[src/serial_engine_pkg.sv]
package serial_engine_pkg;
  // ****************************************
  // Command stream encoding
  // ****************************************
  localparam logic [7:0] CMD_MODE = 8'h4D;     // Mode select, arg follows
  localparam logic [7:0] CMD_DIV = 8'h44;      // Clock divider, arg follows
  localparam logic [7:0] CMD_ADAPT_ON = 8'h41;
  localparam logic [7:0] CMD_ADAPT_OFF = 8'h61;
  localparam logic [7:0] CMD_SHIFT = 8'h53;    // Shift one byte, arg follows
  localparam logic [7:0] CMD_GPIO = 8'h47;     // Two args: value, direction
  localparam logic [7:0] CMD_SEL = 8'h43;      // One arg: select level
  localparam logic [7:0] MODE_RESET = 8'h00;
  localparam logic [7:0] MODE_ENGINE = 8'h02;
  localparam logic [7:0] DIV_RESET = 8'h00;
  localparam logic SEL_RESET = 1'b1;
  localparam int BITS_PER_BYTE = 8;
  localparam int GPIO_W = 4;
  localparam int RETURNED_CLOCK_LINE = 3;
  localparam int FIFO_DEPTH = 4;

  // ****************************************
  // Timing
  // ****************************************
  localparam real SCLK_NOM_NS = 33.33;
  localparam real SCLK_HALF_NS = 16.67;
  localparam real CLK_NS = 50.0;
  // Half period rounds up; never below one cycle
  localparam int HALF_CYC_RAW = int'($ceil(SCLK_HALF_NS / CLK_NS));
  localparam int HALF_CYC = (HALF_CYC_RAW < 1) ? 1 : HALF_CYC_RAW;

  typedef enum logic [2:0] {
    ST_IDLE = 3'b000,
    ST_ARG1 = 3'b001,
    ST_ARG2 = 3'b010,
    ST_LOW = 3'b011,
    ST_HIGH = 3'b100,
    ST_WAIT_RISE = 3'b101,
    ST_WAIT_FALL = 3'b110,
    ST_DONE = 3'b111
  } eng_state_t;
endpackage

[src/byte_fifo.sv]
`timescale 1ns/10ps
`default_nettype none
// Small synchronous FIFO, read data taken combinationally from storage
module byte_fifo #(
  parameter int WIDTH = 8,
  parameter int DEPTH = 4
) (
  input wire logic clk,
  input wire logic reset,
  input wire logic [WIDTH-1:0] in_data,
  input wire logic in_valid,
  output logic in_ready,
  output logic [WIDTH-1:0] out_data,
  output logic out_valid,
  input wire logic out_ready
);
  localparam int AW = (DEPTH > 1) ? $clog2(DEPTH) : 1;
  logic [WIDTH-1:0] mem_ff [DEPTH];
  logic [AW-1:0] wr_ff;
  logic [AW-1:0] rd_ff;
  logic [AW:0] cnt_ff;
  logic push;
  logic pop;
  logic [AW-1:0] rd_next;

  // Handshake terms
  assign in_ready = (cnt_ff != (AW+1)'(DEPTH));
  assign out_valid = (cnt_ff != '0);
  assign push = in_valid && in_ready;
  assign pop = out_valid && out_ready;
  assign rd_next = (rd_ff == AW'(DEPTH-1)) ? '0 : rd_ff + 1'b1;
  assign out_data = mem_ff[rd_ff];

  // Storage
  always_ff @(posedge clk) begin
    if (push) begin
      mem_ff[wr_ff] <= in_data;
    end
  end

  // Pointers and fill count
  always_ff @(posedge clk) begin
    if (reset) begin
      wr_ff <= '0;
      rd_ff <= '0;
      cnt_ff <= '0;
    end else begin
      if (push) begin
        wr_ff <= (wr_ff == AW'(DEPTH-1)) ? '0 : wr_ff + 1'b1;
      end
      if (pop) begin
        rd_ff <= rd_next;
      end
      cnt_ff <= cnt_ff + (AW+1)'(push) - (AW+1)'(pop);
    end
  end

  // ****************************************
  // Assertions
  // ****************************************
  fifo_no_overflow_a: assert property (@(posedge clk) disable iff (reset)
    cnt_ff <= (AW+1)'(DEPTH)) else $error("fifo count past depth");
endmodule
`default_nettype wire

[src/serial_engine.sv]
`timescale 1ns/10ps
`default_nettype none
// How it works
// RULE_01: The engine exists only on channels flagged as engine capable.
// RULE_02: Commands arrive in the downstream byte stream and are decoded.
// RULE_03: With divider zero, one bit moves per serial clock period.
// RULE_04: Serial clock has equal halves, slowed by a command divider. Code holds the low half one cycle longer (ST_DONE).
// RULE_05: Mode value 2 enters engine mode, value 0 resets the mode.
// RULE_06: In adaptive mode clock is raised, data held until echo returns.
// RULE_07: Adaptive clocking is off after reset until a command enables it.
// RULE_08: Without valid config the channel starts as async serial.
// RULE_09: Engine drives clock, data out, select; samples data in; 4 GPIO.
// RULE_10: Any reset returns the channel to async serial mode.
// RULE_11: With adaptive clocking on, line 3 is input only.
module serial_engine
#(
  parameter bit ENGINE_CAPABLE = 1'b1,
  parameter int HALF_CYCLES = serial_engine_pkg::HALF_CYC
) (
  input wire logic clk,
  input wire logic reset,
  input wire logic [7:0] cmd_data,
  input wire logic cmd_valid,
  output logic cmd_ready,
  output logic [7:0] rsp_data,
  output logic rsp_valid,
  input wire logic rsp_ready,
  output logic engine_mode,
  output logic adaptive_on,
  output logic serial_clock_pin,
  output logic serial_data_out,
  input wire logic serial_data_in,
  output logic select_out,
  output logic pins_enable,
  input wire logic [serial_engine_pkg::GPIO_W-1:0] gpio_in,
  output logic [serial_engine_pkg::GPIO_W-1:0] gpio_out,
  output logic [serial_engine_pkg::GPIO_W-1:0] gpio_oe
);
  import serial_engine_pkg::*;
  eng_state_t state_ff;
  logic [7:0] cmd_ff;
  logic [7:0] arg_ff;
  logic [7:0] div_ff;
  logic [7:0] cnt_ff;
  logic [7:0] shift_ff;
  logic [7:0] rx_ff;
  logic [3:0] bit_ff;
  logic [GPIO_W-1:0] gval_ff;
  logic [GPIO_W-1:0] gdir_ff;
  logic mode_ff;
  logic adapt_ff;
  logic sclk_ff;
  logic sel_ff;
  logic dout_ff;
  logic [7:0] fifo_in;
  logic fifo_in_valid;
  logic fifo_in_ready;
  logic take;
  logic tick;
  logic [7:0] half_load;
  logic returned_clock;

  // ****************************************
  // Command intake and pacing
  // ****************************************
  // RULE_02 stream decode
  assign take = cmd_valid && cmd_ready;
  assign cmd_ready = (state_ff == ST_IDLE) || (state_ff == ST_ARG1) ||
                     (state_ff == ST_ARG2);
  assign returned_clock = gpio_in[RETURNED_CLOCK_LINE];
  // RULE_04 half period from divider
  assign half_load = 8'(HALF_CYCLES) + div_ff - 8'h01;
  assign tick = (cnt_ff == 8'h00);

  // Engine sequencer
  always_ff @(posedge clk) begin
    if (reset) begin
      state_ff <= ST_IDLE;
      cmd_ff <= 8'h00;
      arg_ff <= 8'h00;
      bit_ff <= 4'h0;
    end else begin
      unique case (state_ff)
        ST_IDLE: begin
          if (take) begin
            cmd_ff <= cmd_data;
            if (cmd_data == CMD_MODE || cmd_data == CMD_DIV ||
                cmd_data == CMD_SHIFT || cmd_data == CMD_GPIO ||
                cmd_data == CMD_SEL) begin
              state_ff <= ST_ARG1;
            end
          end
        end
        ST_ARG1: begin
          if (take) begin
            arg_ff <= cmd_data;
            bit_ff <= 4'h0;
            if (cmd_ff == CMD_GPIO) begin
              state_ff <= ST_ARG2;
            end else if (cmd_ff == CMD_SHIFT && mode_ff) begin
              state_ff <= ST_LOW;
            end else begin
              state_ff <= ST_IDLE;
            end
          end
        end
        ST_ARG2: begin
          if (take) begin
            state_ff <= ST_IDLE;
          end
        end
        ST_LOW: begin
          if (tick) begin
            state_ff <= adapt_ff ? ST_WAIT_RISE : ST_HIGH;
          end
        end
        // RULE_06 hold data until echo
        ST_WAIT_RISE: begin
          if (returned_clock) begin
            state_ff <= ST_HIGH;
          end
        end
        ST_HIGH: begin
          if (tick) begin
            bit_ff <= bit_ff + 4'h1;
            state_ff <= adapt_ff ? ST_WAIT_FALL : ST_DONE;
          end
        end
        ST_WAIT_FALL: begin
          if (!returned_clock) begin
            state_ff <= ST_DONE;
          end
        end
        ST_DONE: begin
          if (bit_ff != 4'(BITS_PER_BYTE)) begin
            state_ff <= ST_LOW;
          end else if (fifo_in_ready) begin
            state_ff <= ST_IDLE;
          end
        end
      endcase
    end
  end
  // Half period counter
  always_ff @(posedge clk) begin
    if (reset) begin
      cnt_ff <= 8'h00;
    end else if (state_ff == ST_LOW || state_ff == ST_HIGH) begin
      cnt_ff <= tick ? half_load : cnt_ff - 8'h01;
    end else begin
      cnt_ff <= half_load;
    end
  end

  // ****************************************
  // Configuration state
  // ****************************************
  // RULE_05 RULE_10 mode select, reset to async
  always_ff @(posedge clk) begin
    if (reset) begin
      mode_ff <= 1'b0;
    end else if (state_ff == ST_ARG1 && take && cmd_ff == CMD_MODE) begin
      // RULE_01 only on capable channels
      mode_ff <= ENGINE_CAPABLE && (cmd_data == MODE_ENGINE);
    end
  end
  // RULE_07 adaptive off until commanded
  always_ff @(posedge clk) begin
    if (reset) begin
      adapt_ff <= 1'b0;
    end else if (state_ff == ST_IDLE && take) begin
      if (cmd_data == CMD_ADAPT_ON) begin
        adapt_ff <= mode_ff;
      end else if (cmd_data == CMD_ADAPT_OFF) begin
        adapt_ff <= 1'b0;
      end
    end else if (!mode_ff || (state_ff == ST_ARG1 && take &&
                 cmd_ff == CMD_MODE && cmd_data != MODE_ENGINE)) begin
      adapt_ff <= 1'b0;
    end
  end
  // Divider, select and GPIO setup
  always_ff @(posedge clk) begin
    if (reset) begin
      div_ff <= DIV_RESET;
      sel_ff <= SEL_RESET;
      gval_ff <= '0;
      gdir_ff <= '0;
    end else if (take && state_ff == ST_ARG1) begin
      if (cmd_ff == CMD_DIV) begin
        div_ff <= cmd_data;
      end
      if (cmd_ff == CMD_SEL) begin
        sel_ff <= cmd_data[0];
      end
    end else if (take && state_ff == ST_ARG2) begin
      gval_ff <= arg_ff[GPIO_W-1:0];
      gdir_ff <= cmd_data[GPIO_W-1:0];
    end
  end

  // ****************************************
  // Shifter, MSB first
  // ****************************************
  // RULE_03 one bit per clock period
  always_ff @(posedge clk) begin
    if (reset) begin
      sclk_ff <= 1'b0;
      dout_ff <= 1'b0;
      shift_ff <= 8'h00;
      rx_ff <= 8'h00;
    end else begin
      if (state_ff == ST_ARG1 && take && cmd_ff == CMD_SHIFT) begin
        shift_ff <= cmd_data;
        dout_ff <= cmd_data[7];
      end
      if (state_ff == ST_LOW && tick) begin
        sclk_ff <= 1'b1;
        rx_ff <= {rx_ff[6:0], serial_data_in};
      end
      if (state_ff == ST_HIGH && tick) begin
        sclk_ff <= 1'b0;
        shift_ff <= {shift_ff[6:0], 1'b0};
        dout_ff <= shift_ff[6];
      end
    end
  end
  // Received byte into response FIFO
  assign fifo_in = rx_ff;
  assign fifo_in_valid = (state_ff == ST_DONE) &&
                         (bit_ff == 4'(BITS_PER_BYTE));
  byte_fifo #(.WIDTH(8), .DEPTH(FIFO_DEPTH)) rsp_fifo (
    .clk(clk), .reset(reset), .in_data(fifo_in), .in_valid(fifo_in_valid),
    .in_ready(fifo_in_ready), .out_data(rsp_data), .out_valid(rsp_valid),
    .out_ready(rsp_ready)
  );

  // ****************************************
  // Pins
  // ****************************************
  // RULE_08 RULE_09 pins only in engine mode
  assign engine_mode = mode_ff;
  assign adaptive_on = adapt_ff;
  assign pins_enable = mode_ff;
  assign serial_clock_pin = sclk_ff;
  assign serial_data_out = dout_ff;
  assign select_out = sel_ff;
  assign gpio_out = gval_ff;
  // RULE_11 line 3 input under adaptive
  always_comb begin
    gpio_oe = mode_ff ? gdir_ff : '0;
    if (adapt_ff) begin
      gpio_oe[RETURNED_CLOCK_LINE] = 1'b0;
    end
  end

  // ****************************************
  // Assertions
  // ****************************************
  adapt_line_input_a: assert property (@(posedge clk) // RULE_11
    disable iff (reset) adapt_ff |-> !gpio_oe[RETURNED_CLOCK_LINE])
    else $error("returned clock line driven");
  data_held_wait_a: assert property (@(posedge clk) // RULE_06
    disable iff (reset) (state_ff == ST_WAIT_RISE) |=> $stable(dout_ff))
    else $error("data changed before echo");
  adapt_needs_mode_a: assert property (@(posedge clk) // RULE_07
    disable iff (reset) adapt_ff |-> mode_ff)
    else $error("adaptive active outside engine mode");
  mode_reset_a: assert property (@(posedge clk) // RULE_10
    reset |=> !mode_ff && !adapt_ff)
    else $error("mode not cleared by reset");
  pins_idle_a: assert property (@(posedge clk) // RULE_09
    disable iff (reset) !mode_ff |-> gpio_oe == '0 && !pins_enable)
    else $error("pins driven outside engine mode");
  mode_enter_a: assert property (@(posedge clk) // RULE_05
    disable iff (reset) (state_ff == ST_ARG1 && take && cmd_ff == CMD_MODE
     && cmd_data == MODE_ENGINE) |=> mode_ff == ENGINE_CAPABLE)
    else $error("mode select ignored");
  clock_rise_a: assert property (@(posedge clk) // RULE_04
    disable iff (reset) (state_ff == ST_LOW && tick) |=> sclk_ff)
    else $error("serial clock did not rise");
  only_capable_a: assert property (@(posedge clk) // RULE_01
    disable iff (reset) !ENGINE_CAPABLE |-> !mode_ff)
    else $error("engine on incapable channel");
  shift_start_a: assert property (@(posedge clk) // RULE_03
    disable iff (reset) (state_ff == ST_ARG1 && take && cmd_ff == CMD_SHIFT
     && mode_ff) |=> state_ff == ST_LOW)
    else $error("shift did not start");
  cmd_decode_a: assert property (@(posedge clk) // RULE_02
    disable iff (reset) (state_ff == ST_IDLE && take && cmd_data == CMD_GPIO)
    |=> state_ff == ST_ARG1)
    else $error("command not decoded");
  cv_shift: cover property (@(posedge clk) fifo_in_valid && fifo_in_ready);
  cv_adapt: cover property (@(posedge clk) state_ff == ST_WAIT_FALL);
  cv_full: cover property (@(posedge clk) !fifo_in_ready);
endmodule
`default_nettype wire

[config.mk]
export PLATFORM = sky130hd
export DESIGN_NAME = serial_engine
export DESIGN_NICKNAME = d
export VERILOG_FILES = /design/src/serial_engine_pkg.sv /design/src/byte_fifo.sv /design/src/serial_engine.sv
export SDC_FILE = /design/constraint.sdc
export NUM_CORES = 1
export LEC_CHECK = 0
export BUFFER_PORTS_ARGS = -buffer_cell sky130_fd_sc_hd__buf_2
export CORE_MARGIN = 5
export CORE_UTILIZATION = 53
export CTS_CLUSTER_DIAMETER = 50
export DETAILED_ROUTE_END_ITERATION = 16
export HOLD_SLACK_MARGIN = 0.1
export PLACE_DENSITY_LB_ADDON = 0.08
export SETUP_SLACK_MARGIN = 0.05
export SLEW_MARGIN = 20
export SYNTH_ARGS = -nofsm -noshare
export SYNTH_HDL_FRONTEND = slang
export SYNTH_HIERARCHICAL = 1
export SYNTH_SLANG_ARGS = --single-unit
[constraint.sdc]
create_clock -name clk -period 2.49 [get_ports clk]
set_input_delay 0.1245 -clock clk [delete_from_list [all_inputs] [get_ports clk]]
set_output_delay 0.1245 -clock clk [all_outputs]
set_load 0.03 [all_outputs]
==> results of run 1 <==
stage by stage:
step / util / instance area, sq um / std cells / hold slack (ns) / total power [mW]
after floorplan: - / 4570 / 413 / 0.260 / 2.38
after global placement: 0.585 / 4850 / 541 / 0.354 / 2.50
after detailed placement: 0.585 / 4850 / 541 / 0.378 / 2.51
after CTS: 0.622 / 5170 / 567 / 0.200 / 3.61
after global routing: 0.632 / 5250 / 570 / 0.230 / 3.82
final: 0.632 / 5250 / 570 / 0.212 / 3.64
registers in the layout, indices dropped and copies added (netlist names), named ones only:
signal / cells
adaptive_on: 1
arg_ff: 4
bit_ff: 4
cmd_ff: 8
cnt_ff: 8
div_ff: 8
engine_mode: 1
fifo_in: 8
gdir_ff: 4
gpio_out: 4
rsp_fifo/cnt_ff: 3
rsp_fifo/mem_ff: 32
rsp_fifo/rd_ff: 2
rsp_fifo/wr_ff: 2
select_out: 1
serial_clock_pin: 1
serial_data_out: 1
shift_ff: 7
state_ff: 3
report_power, final:
group          switching, mW  internal (mW)
combinational          0.351          0.287
clock                  0.617          0.488
sequential            0.0914           1.80
total                   1.06           2.58
layer usage:
metal	up-vias	wire length, um	GRT usage
met5	-	0	0
met2	57	4270	0.295
li1	1576	-	-
met4	0	125	0.0637
met1	1490	3840	0.214
met3	12	266	0.0257
worst register-to-register path, cell delays in order, from the launching register on:
cell and delay, ns:
dfxtp_1 0.38, or3b_4 0.45, nand2_2 0.13, ha_4 0.21
inv_2 0.06, ha_4 0.11, inv_2 0.03, fa_2 0.36
xor2_2 0.18, and2_1 0.16, nor3_1 0.15
area by class of cell:
cell class,instances,area [sq um],area share
well taps,105,131,0.0250
clock inverters,7,87.6,0.0167
inverters,13,48.8,0.00930
repair buffers,61,400,0.0763
multi-input cells,271,2040,0.390
flip-flops and latches,104,2410,0.459
clock buffers,9,124,0.0236
logic make-up (layout without fill, tap and decap cells):
kind of cell	count (synthesis)	in the layout	share of synthesized area
xor+xnor	11	11	0.0211
buf+inv	38	90	0.0392
mux	39	39	0.108
fa+ha+maj	12	12	0.0345
compound gates	58	58	0.0866
flops	104	104	0.526
simple gates	151	151	0.185
synthesized netlist by cell type, drive strengths merged, types with 8 or more instances:
master | n | share of area
nor3 | 9 | 0.015
buf | 12 | 0.018
mux4 | 8 | 0.039
mux2i | 30 | 0.066
dfxtp | 72 | 0.32
a211oi | 10 | 0.018
nand2 | 41 | 0.034
inv | 13 | 0.011
a21oi | 27 | 0.030
ha | 11 | 0.030
nor2 | 43 | 0.035
clkbuf | 13 | 0.011
edfxtp | 32 | 0.21
repair_timing:
item	CTS	global route
endpoints found under the hold margin	15	0
pin swaps	0	7
hold buffers	9	0
endpoints found under the setup margin	1	1
buffers inserted	1	3
gates resized for setup	1	16
final timing paths:
check | start | end | slack, ns | cells past startpoint
worst max-delay path | rsp_fifo/cnt_ff[1] | rsp_fifo/cnt_ff[2] | 0.18 | 10
worst min-delay path | rsp_ready | rsp_fifo/rd_ff[0] | 0.21 | 5
worst max register to register | rsp_fifo/cnt_ff[1] | rsp_fifo/cnt_ff[2] | 0.18 | 10
worst min register to register | serial_data_out | serial_data_out | 0.46 | 2
==> out/results.tsv, run 1 <==
stage	metric	value	unit
clocking	cts_tree	built	
synth	ys_ff_latch	104	
timing	finalClockSkew	0.0119	ns
setup_path	start_kind	flop	
setup_path	path_buf_inv	2	
synth	syn_inst	413	
setup_path	path_class	flop to flop	
finish	fin_nets	489	
floorplanning	std_cell_rows	33	
detailed_routing	dr_total_vias	3135	
floorplanning	die_h	103	um
finish	final_cell_mix	dfxtp_1 (69), nor2_1 (42), nand2_1 (40), buf_2 (37), edfxtp_1 (32)	
detailed_routing	antenna_left	0	
finish	drive_gt1_frac	0.237	
timing	tightest_slew	0.687	ns
detailed_routing	routedWlPerCell	14.9	um
setup_path	cp_slowest_stage_delay	0.45	ns
detailed_routing	drc	0	
global_routing	grt_pass1_vias	3092	
synth	synth_flop_cell	dfxtp_1	
clocking	cts_root_buf	clkbuf_8	
run_status	status	finished, final reports clean	
pwr	p_leak	1.97	nW
timing	fmax	432	MHz
synth	ys_async_sr_fraction	0	
synth	postSynthAreaPerCell	11.1	sq um
pwr	power_density	693	nW/um^2
global_routing	grt_pass1_wl	14400	um
synth	synth_nets	442	
setup_path	critPathArrivalTime	2.60	ns
finish	layout_commonest_cell	dfxtp_1	
synth	yosysUniqueCellTypes	59	
run	maxCapViolCount	0	
timing	min_period	2.31	ns
clocking	cts.clk_slew.worst_paths	0.10	ns
detailed_routing	drtIter0Drc	112	
timing	finalSetupViolations	0	
finish	antenna_cells	0	
setup_path	crit_chain	or3b_4, nand2_2, ha_4, inv_2, ha_4, inv_2, fa_2, xor2_2, and2_1, nor3_1	
finish	num-fill-cells	652	
floorplanning	dieArea	10600	sq um
floorplanning	design.core.area	8300	sq um
timing	hold_violations	0	
timing	finalSetupTns	0	ns
setup_path	worstPathMaxFanout	7	
floorplanning	start_util	0.550	
place	place_hpwl	5690	um
min_path	hold_path.class	primary input to flop	
detailed_routing	firstDrtPassIters	4	
global_routing	grt-ovfl-total	0	
detailed_routing	wirelength	8510	um
timing	timing.final.crit_share	0.930	
timing	relSlewSlack	0.540	
timing	report.final.slew_viol_count	0	
global_routing	grt_max_degree	44	
clocking	numCtsBuffers	9	
synth	ys_seq_area_frac	0.526	
synth	synth_edf_count	32	
synth	syn-cell-area	4570	sq um
setup_path	crit_family	simple AND/OR/NAND/NOR gates	
setup_path	endpoint_kind	flop	
clocking	clock-sinks	104	
floorplanning	io-pin-count	41	
setup_path	slowest_stage	or3b_4	
place	gp_congestion	0.854	
finish	syn_to_final_growth	14.8	%
detailed_routing	via_per_inst	5.50	
global_routing	grt_util_all_layers	0.170	
timing	rsz0062_at_grt	true	
floorplanning	chipWidth	103	um
timing	fin_ws	0.175	ns
place	portBuffers	37	
clocking	clkLatencyLatePin	0.36	ns
clocking	ctsHtreeMaxLevel	3	
setup_path	cp.required	2.78	ns
synth	yosys_warnings	6	
pwr	ir_drop	0.430	mV
place	place_ws	0.0447	ns
global_routing	antenna_found_initial	0	
clocking	ctsLongestPathBuffers	2	
(Power assumes the default switching activity.)
==> run 2: changes to the inputs <==
CORE_UTILIZATION = 30   (was 53)
==> run 2 against run 1 <==
Effect of this change: clock-buffer cell count unchanged; register-to-register slack about the same; cell count grew 15%; global-route usage down 5.3 points; core utilization decreased by 28 points; final area rose by 2.6%; wire length up 15%; sequential power barely moved; hold slack lost 0.075 ns; critical endpoint unchanged; largest cell class unchanged; largest power group unchanged.
==> out/results.tsv, run 2 (synthesis gave the netlist of run 1 again) <==
stage	metric	value	unit	change
run_status	status	finished, final reports clean		unchanged
finish	largest_reg_flops	32		unchanged
pwr	power_density	719	nW/um^2	was 693 nW/um^2
setup_path	cp_slowest_stage_delay	0.34	ns	was 0.45 ns
timing	hold_violations	0		unchanged
global_routing	grt_max_degree	33		was 44
detailed_routing	firstDrtPassIters	4		unchanged
setup_path	r2r-start	bit_ff[1]		was rsp_fifo/cnt_ff[1]
finish	fin_nets	489		unchanged
clocking	numCtsBuffers	9		unchanged
place	place_ws	0.0528	ns	was 0.0447 ns
setup_path	worstPathMaxFanout	3		was 7
setup_path	critPathArrivalTime	2.59	ns	was 2.60 ns
clocking	cts.clk_slew.worst_paths	0.07	ns	was 0.10 ns
clocking	ctsHtreeMaxLevel	3		unchanged
global_routing	grt_pass1_vias	3142		was 3,092
finish	syn_to_final_growth	17.9	%	was 14.8%
finish	regMostFlops	rsp_fifo/mem_ff		unchanged
setup_path	path_buf_inv	3		was 2
finish	antenna_cells	0		unchanged
finish	finish.instance_area	5380	sq um	was 5250 sq um
floorplanning	design.core.area	15100	sq um	was 8300 sq um
pwr	seqPwrFrac	0.489		was 0.520
pwr	clkPwrFrac	0.345		was 0.304
detailed_routing	drtIter0Drc	114		was 112
global_routing	use_met2	0.193		was 0.295
pwr	power_switching	1.10	mW	was 1.06 mW
floorplanning	chipWidth	133	um	was 103 um
place	portBuffers	37		unchanged
floorplanning	start_util	0.303		was 0.550
setup_path	worstSetupStartpoint	bit_ff[1]		was rsp_fifo/cnt_ff[1]
place	dpl-instance-area	4980	sq um	was 4850 sq um
detailed_routing	routedWlPerCell	15.0	um	was 14.9 um
setup_path	crit_chain	inv_2, ha_4, nand4b_1, nor2_2, nand2_2, ha_4, inv_2, ha_4, inv_2, fa_2, xor2_1, and2_1, nor3_2		was or3b_4, nand2_2, ha_4, inv_2, ha_4, inv_2, fa_2, xor2_2, and2_1, nor3_1
pwr	ir_drop	0.440	mV	was 0.430 mV
place	gp_congestion	0.721		was 0.854
clocking	cts_root_buf	clkbuf_16		was clkbuf_8
setup_path	cp.required	2.77	ns	was 2.78 ns
floorplanning	io-pin-count	41		unchanged
timing	relSlewSlack	0.500		was 0.540
floorplanning	die_h	133	um	was 103 um
pwr	p_total	3.87	mW	was 3.64 mW
finish	layout_commonest_cell	dfxtp_1		unchanged
pwr	p_sw_frac	0.285		was 0.291
setup_path	slowest_stage	dfxtp_2		was or3b_4
global_routing	global_route.usage.met1	0.146		was 0.214
global_routing	grt_use_met3	0.0408		was 0.0257
global_routing	busiest_layer	met2		unchanged
detailed_routing	wirelength	9780	um	was 8510 um
pwr	p_int	2.77	mW	was 2.58 mW
global_routing	antenna_found_initial	0		unchanged
clocking	clkLatencyLatePin	0.35	ns	was 0.36 ns
clocking	ctsLongestPathBuffers	2		unchanged
timing	fin_ws	0.180	ns	was 0.175 ns
setup_path	rr_worst_depth	13		was 10
finish	num-fill-cells	1513		was 652
timing	finalSetupViolations	0		unchanged
setup_path	crit_end	rsp_fifo/cnt_ff[2]		unchanged
pwr	p_leak	1.99	nW	was 1.97 nW
global_routing	grt-ovfl-total	0		unchanged
detailed_routing	via_per_inst	4.74		was 5.50
floorplanning	std_cell_rows	45		was 33
finish	drive_gt1_frac	0.241		was 0.237
pwr	comb_power_share	0.166		was 0.176
run	maxCapViolCount	0		unchanged
setup_path	start_kind	flop		unchanged
setup_path	cp.depth	13		was 10
timing	report.final.slew_viol_count	0		unchanged
timing	finalSetupTns	0	ns	unchanged
timing	timing.final.crit_share	0.928		was 0.930
finish	final_cell_mix	dfxtp_1 (70), nor2_1 (42), nand2_1 (40), buf_2 (37), edfxtp_1 (32)		was dfxtp_1 (69), nor2_1 (42), nand2_1 (40), buf_2 (37), edfxtp_1 (32)
detailed_routing	dr_total_vias	3095		was 3,135
timing	min_period	2.31	ns	about the same
min_path	hold_path.class	primary input to flop		unchanged
timing	rsz0062_at_grt	false		was true
timing	fmax	433	MHz	was 432 MHz
global_routing	grt_pass1_wl	16400	um	was 14,400 um
place	place_hpwl	6560	um	was 5690 um
setup_path	reg2reg_to	rsp_fifo/cnt_ff[2]		unchanged
clocking	clock-sinks	104		unchanged
detailed_routing	drc	0		unchanged
floorplanning	dieArea	17800	sq um	was 10,600 sq um
timing	finalClockSkew	0.00617	ns	was 0.0119 ns
setup_path	crit_family	adder cells		was simple AND/OR/NAND/NOR gates
setup_path	endpoint_kind	flop		unchanged
timing	tightest_slew	0.746	ns	was 0.687 ns
global_routing	grt_util_all_layers	0.117		was 0.170
setup_path	path_class	flop to flop		unchanged
clocking	cts_tree	built		unchanged
setup_path	rrSetupSlack	0.18	ns	about the same
detailed_routing	antenna_left	0		unchanged
-- run 2: power by group through the flow --
| stage | Clock [mW] | Combinational (mW) | Sequential (mW) |
|---|---|---|---|
| CTS | 1.40 | 0.617 | 1.89 |
| finish | 1.34 | 0.643 | 1.89 |
| global placement | 0 | 0.604 | 1.93 |
| floorplan | 0 | 0.494 | 1.88 |
| detailed placement | 0 | 0.609 | 1.93 |
| global route | 1.46 | 0.710 | 1.91 |
-- run 2: through the flow --
stage                     hold slack (ns)  cells   util
after floorplan                     0.260    413      -
after global placement              0.357    629  0.330
after detailed placement            0.374    629  0.330
after CTS                           0.128    650  0.352
after global routing                0.145    653  0.357
final                               0.137    653  0.357
-- run 2: how the worst min path moves through the flow --
stage                         from          to  slack [ns]  cells after the start
floorplan              cmd_data[6]   cmd_ff[6]        0.26                      2
global placement    serial_data_in  fifo_in[0]        0.36                      3
detailed placement  serial_data_in  fifo_in[0]        0.37                      3
CTS                    cmd_data[3]   cmd_ff[3]        0.13                      3
global route           cmd_data[3]   arg_ff[3]        0.15                      3
finish                 cmd_data[3]   cmd_ff[3]        0.14                      3
-- run 2: area by class of cell --
| class | instances | area [sq um] | area share |
|---|---|---|---|
| Multi-Input combinational cell | 271 | 2040 | 0.379 |
| Tap cell | 188 | 235 | 0.0437 |
| Clock inverter | 7 | 52.6 | 0.00976 |
| Sequential cell | 104 | 2400 | 0.447 |
| Inverter | 13 | 48.8 | 0.00906 |
| Timing Repair Buffer | 61 | 378 | 0.0702 |
| Clock buffer | 9 | 225 | 0.0418 |
-- run 2: routing by layer --
layer  part of all wire  wire [um]  vias to the layer above
met5                  0          0                        -
met4              0.013        125                        0
met3              0.037        361                       10
met2               0.49       4790                       35
met1               0.46       4510                     1479
li1                   -          -                     1571
-- run 2: worst reg2reg max path, cell delays in order, from the launching register on --
cell      delay [ns]
dfxtp_2         0.34
inv_2           0.07
ha_4            0.13
nand4b_1        0.13
nor2_2          0.19
nand2_2         0.11
ha_4            0.25
inv_2           0.06
ha_4            0.12
inv_2           0.03
fa_2            0.34
xor2_1          0.16
and2_1          0.17
nor3_2          0.14
-- run 2: what timing repair did --
item                                    4_1_cts  5_1_grt
setup buffers                                 0        3
hold buffers                                  5        0
endpoints found under the setup margin        1        1
gates resized for setup                       1       13
pin swaps                                     0        5
endpoints found under the hold margin         6        0
==> run 3: changes to the inputs <==
CTS_BUF_LIST = sky130_fd_sc_hd__clkbuf_16   (was unset)
RECOVER_POWER = 25   (was unset)
==> run 3 against run 2 <==
Effect of this change: global-route usage did not move; via count shrank 0.19%; fmax about the same; sequential share of layout area increased by 0.083 points; hold slack barely moved; first-iteration DRC count increased by 0.88%; clock-buffer cell count unchanged; largest cell class unchanged; largest power group unchanged.
==> out/results.tsv, run 3 (synthesis gave the netlist of run 1 again) <==
stage	metric	value	unit	change
setup_path	path_class	flop to flop		unchanged
finish	final_util	0.356		was 0.357
setup_path	critPathArrivalTime	2.59	ns	about the same
timing	rsz0062_at_grt	false		unchanged
setup_path	r2r-start	bit_ff[1]		unchanged
timing	timing.final.crit_share	0.928		about the same
finish	drive_gt1_frac	0.224		was 0.241
timing	report.final.slew_viol_count	0		unchanged
global_routing	grt-ovfl-total	0		unchanged
finish	antenna_cells	0		unchanged
finish	multiInputGateArea	2040	sq um	unchanged
detailed_routing	dr_total_vias	3089		was 3,095
clocking	clock-sinks	104		unchanged
run_status	status	finished, final reports clean		unchanged
detailed_routing	antenna_left	0		unchanged
pwr	p_leak	1.96	nW	was 1.99 nW
pwr	ir_drop	0.440	mV	about the same
clocking	numCtsBuffers	9		unchanged
clocking	cts_tree	built		unchanged
timing	finalSetupTns	0	ns	unchanged
finish	regMostFlops	rsp_fifo/mem_ff		unchanged
floorplanning	design.core.area	15100	sq um	unchanged
detailed_routing	drtIter0Drc	115		was 114
place	dp_cells	629		unchanged
setup_path	start_kind	flop		unchanged
detailed_routing	drc	0		unchanged
finish	layout_commonest_cell	dfxtp_1		unchanged
timing	tightest_slew	0.754	ns	was 0.746 ns
timing	finalSetupViolations	0		unchanged
clocking	cts.clk_slew.worst_paths	0.07	ns	about the same
min_path	whs_path_depth	3		unchanged
finish	stdcell_count	653		unchanged
finish	finish.instance_area	5370	sq um	was 5380 sq um
pwr	power_switching	1.10	mW	about the same
setup_path	worstPathMaxFanout	3		unchanged
setup_path	cp.required	2.77	ns	about the same
place	portBuffers	37		unchanged
setup_path	reg2reg_to	rsp_fifo/cnt_ff[2]		unchanged
clocking	cts_root_buf	clkbuf_16		unchanged
setup_path	crit_end	rsp_fifo/cnt_ff[2]		unchanged
setup_path	cp.depth	13		unchanged
pwr	p_int	2.77	mW	about the same
timing	hold_violations	0		unchanged
floorplanning	die_h	133	um	unchanged
pwr	clkPwrFrac	0.346		was 0.345
place	dpl-instance-area	4980	sq um	unchanged
run	maxCapViolCount	0		unchanged
clocking	ctsLongestPathBuffers	2		unchanged
detailed_routing	firstDrtPassIters	4		unchanged
finish	num-fill-cells	1517		was 1,513
floorplanning	start_util	0.303		unchanged
setup_path	cp_slowest_stage_delay	0.34	ns	about the same
global_routing	antenna_found_initial	0		unchanged
detailed_routing	routedWlPerCell	15.0	um	about the same
setup_path	worstSetupStartpoint	bit_ff[1]		unchanged
timing	finalClockSkew	0.00625	ns	was 0.00617 ns
floorplanning	dieArea	17800	sq um	unchanged
setup_path	endpoint_kind	flop		unchanged
global_routing	grt_max_degree	33		unchanged
timing	relSlewSlack	0.495		was 0.500
global_routing	grt_pass1_wl	16400	um	unchanged
detailed_routing	wirelength	9780	um	about the same
global_routing	grt_pass1_vias	3142		unchanged
setup_path	slowest_stage	dfxtp_2		unchanged
finish	syn_to_final_growth	17.7	%	was 17.9%
detailed_routing	via_per_inst	4.73		was 4.74
place	gp_congestion	0.721		unchanged
pwr	comb_power_share	0.166		about the same
clocking	ctsHtreeMaxLevel	3		unchanged
pwr	power_density	721	nW/um^2	was 719 nW/um^2
setup_path	path_buf_inv	3		unchanged
pwr	p_sw_frac	0.285		about the same
setup_path	crit_family	adder cells		unchanged
finish	register_area	2400	sq um	unchanged
timing	min_period	2.31	ns	about the same
global_routing	grt_util_all_layers	0.117		unchanged
setup_path	crit_chain	inv_2, ha_4, nand4b_1, nor2_2, nand2_2, ha_4, inv_2, ha_4, inv_2, fa_2, xor2_1, and2_1, nor3_2		unchanged
setup_path	rrSetupSlack	0.18	ns	about the same
floorplanning	io-pin-count	41		unchanged
floorplanning	std_cell_rows	45		unchanged
finish	final_cell_mix	dfxtp_1 (70), nor2_1 (42), nand2_1 (40), edfxtp_1 (32), mux2i_1 (30)		was dfxtp_1 (70), nor2_1 (42), nand2_1 (40), buf_2 (37), edfxtp_1 (32)
min_path	hold_path.class	primary input to flop		unchanged
setup_path	rr_worst_depth	13		unchanged
pwr	seqPwrFrac	0.488		was 0.489
timing	holdWs	0.136	ns	was 0.137 ns
clocking	clkLatencyLatePin	0.35	ns	about the same
finish	largest_reg_flops	32		unchanged
place	place_hpwl	6560	um	unchanged
finish	fin_nets	489		unchanged
timing	fmax	433	MHz	about the same
floorplanning	chipWidth	133	um	unchanged
run 3: cell count changes in the layout (fill, tap and decap cells not counted):
cell      change
buf_2         -8
clkbuf_1      +8
run 3: layer usage:
layer  vias up  wire length (um)  GRT usage
met1      1477              4510      0.146
met3        10               350     0.0408
met2        33              4800      0.193
li1       1569                 -          -
met4         0               126     0.0320
met5         -                 0          0
run 3: worst min path at each step:
stage / endpoint / from
detailed placement: fifo_in[0] / serial_data_in
global placement: fifo_in[0] / serial_data_in
global route: arg_ff[3] / cmd_data[3]
finish: cmd_ff[3] / cmd_data[3]
CTS: cmd_ff[3] / cmd_data[3]
floorplan: cmd_ff[6] / cmd_data[6]
run 3: cell type report:
type	instances	share of cell area
multi-input combinational	271	0.380
inverter	13	0.00908
tap	188	0.0438
clock buffer	9	0.0419
timing repair buffer	61	0.0685
sequential	104	0.447
clock inverter	7	0.00978
run 3: through the flow:
stage / setup slack, ns / power, mW
after floorplan: 0.148 / 2.38
after global placement: 0.129 / 2.53
after detailed placement: 0.0528 / 2.54
after CTS: 0.0849 / 3.91
after global routing: 0.0447 / 4.08
final: 0.179 / 3.87
run 3: power by group through the flow:
stage / Clock [mW] / Sequential [mW] / Combinational, mW
final: 1.34 / 1.89 / 0.643
after global routing: 1.46 / 1.91 / 0.710
after CTS: 1.40 / 1.89 / 0.617
after detailed placement: 0 / 1.93 / 0.609
after global placement: 0 / 1.93 / 0.604
after floorplan: 0 / 1.88 / 0.494
run 3: what timing repair did:
action	CTS	global route
buffers inserted	0	3
gates resized for setup	1	13
setup endpoints to repair	1	1
endpoints found under the hold margin	6	0
pin swaps	0	5
hold buffers	5	0
run 3: worst reg2reg max path, cell delays in order (launching register included):
cell and delay, ns:
dfxtp_2 0.34, inv_2 0.07, ha_4 0.13, nand4b_1 0.13, nor2_2 0.19, nand2_2 0.11, ha_4 0.25, inv_2 0.06
ha_4 0.12, inv_2 0.03, fa_2 0.34, xor2_1 0.16, and2_1 0.17, nor3_2 0.14
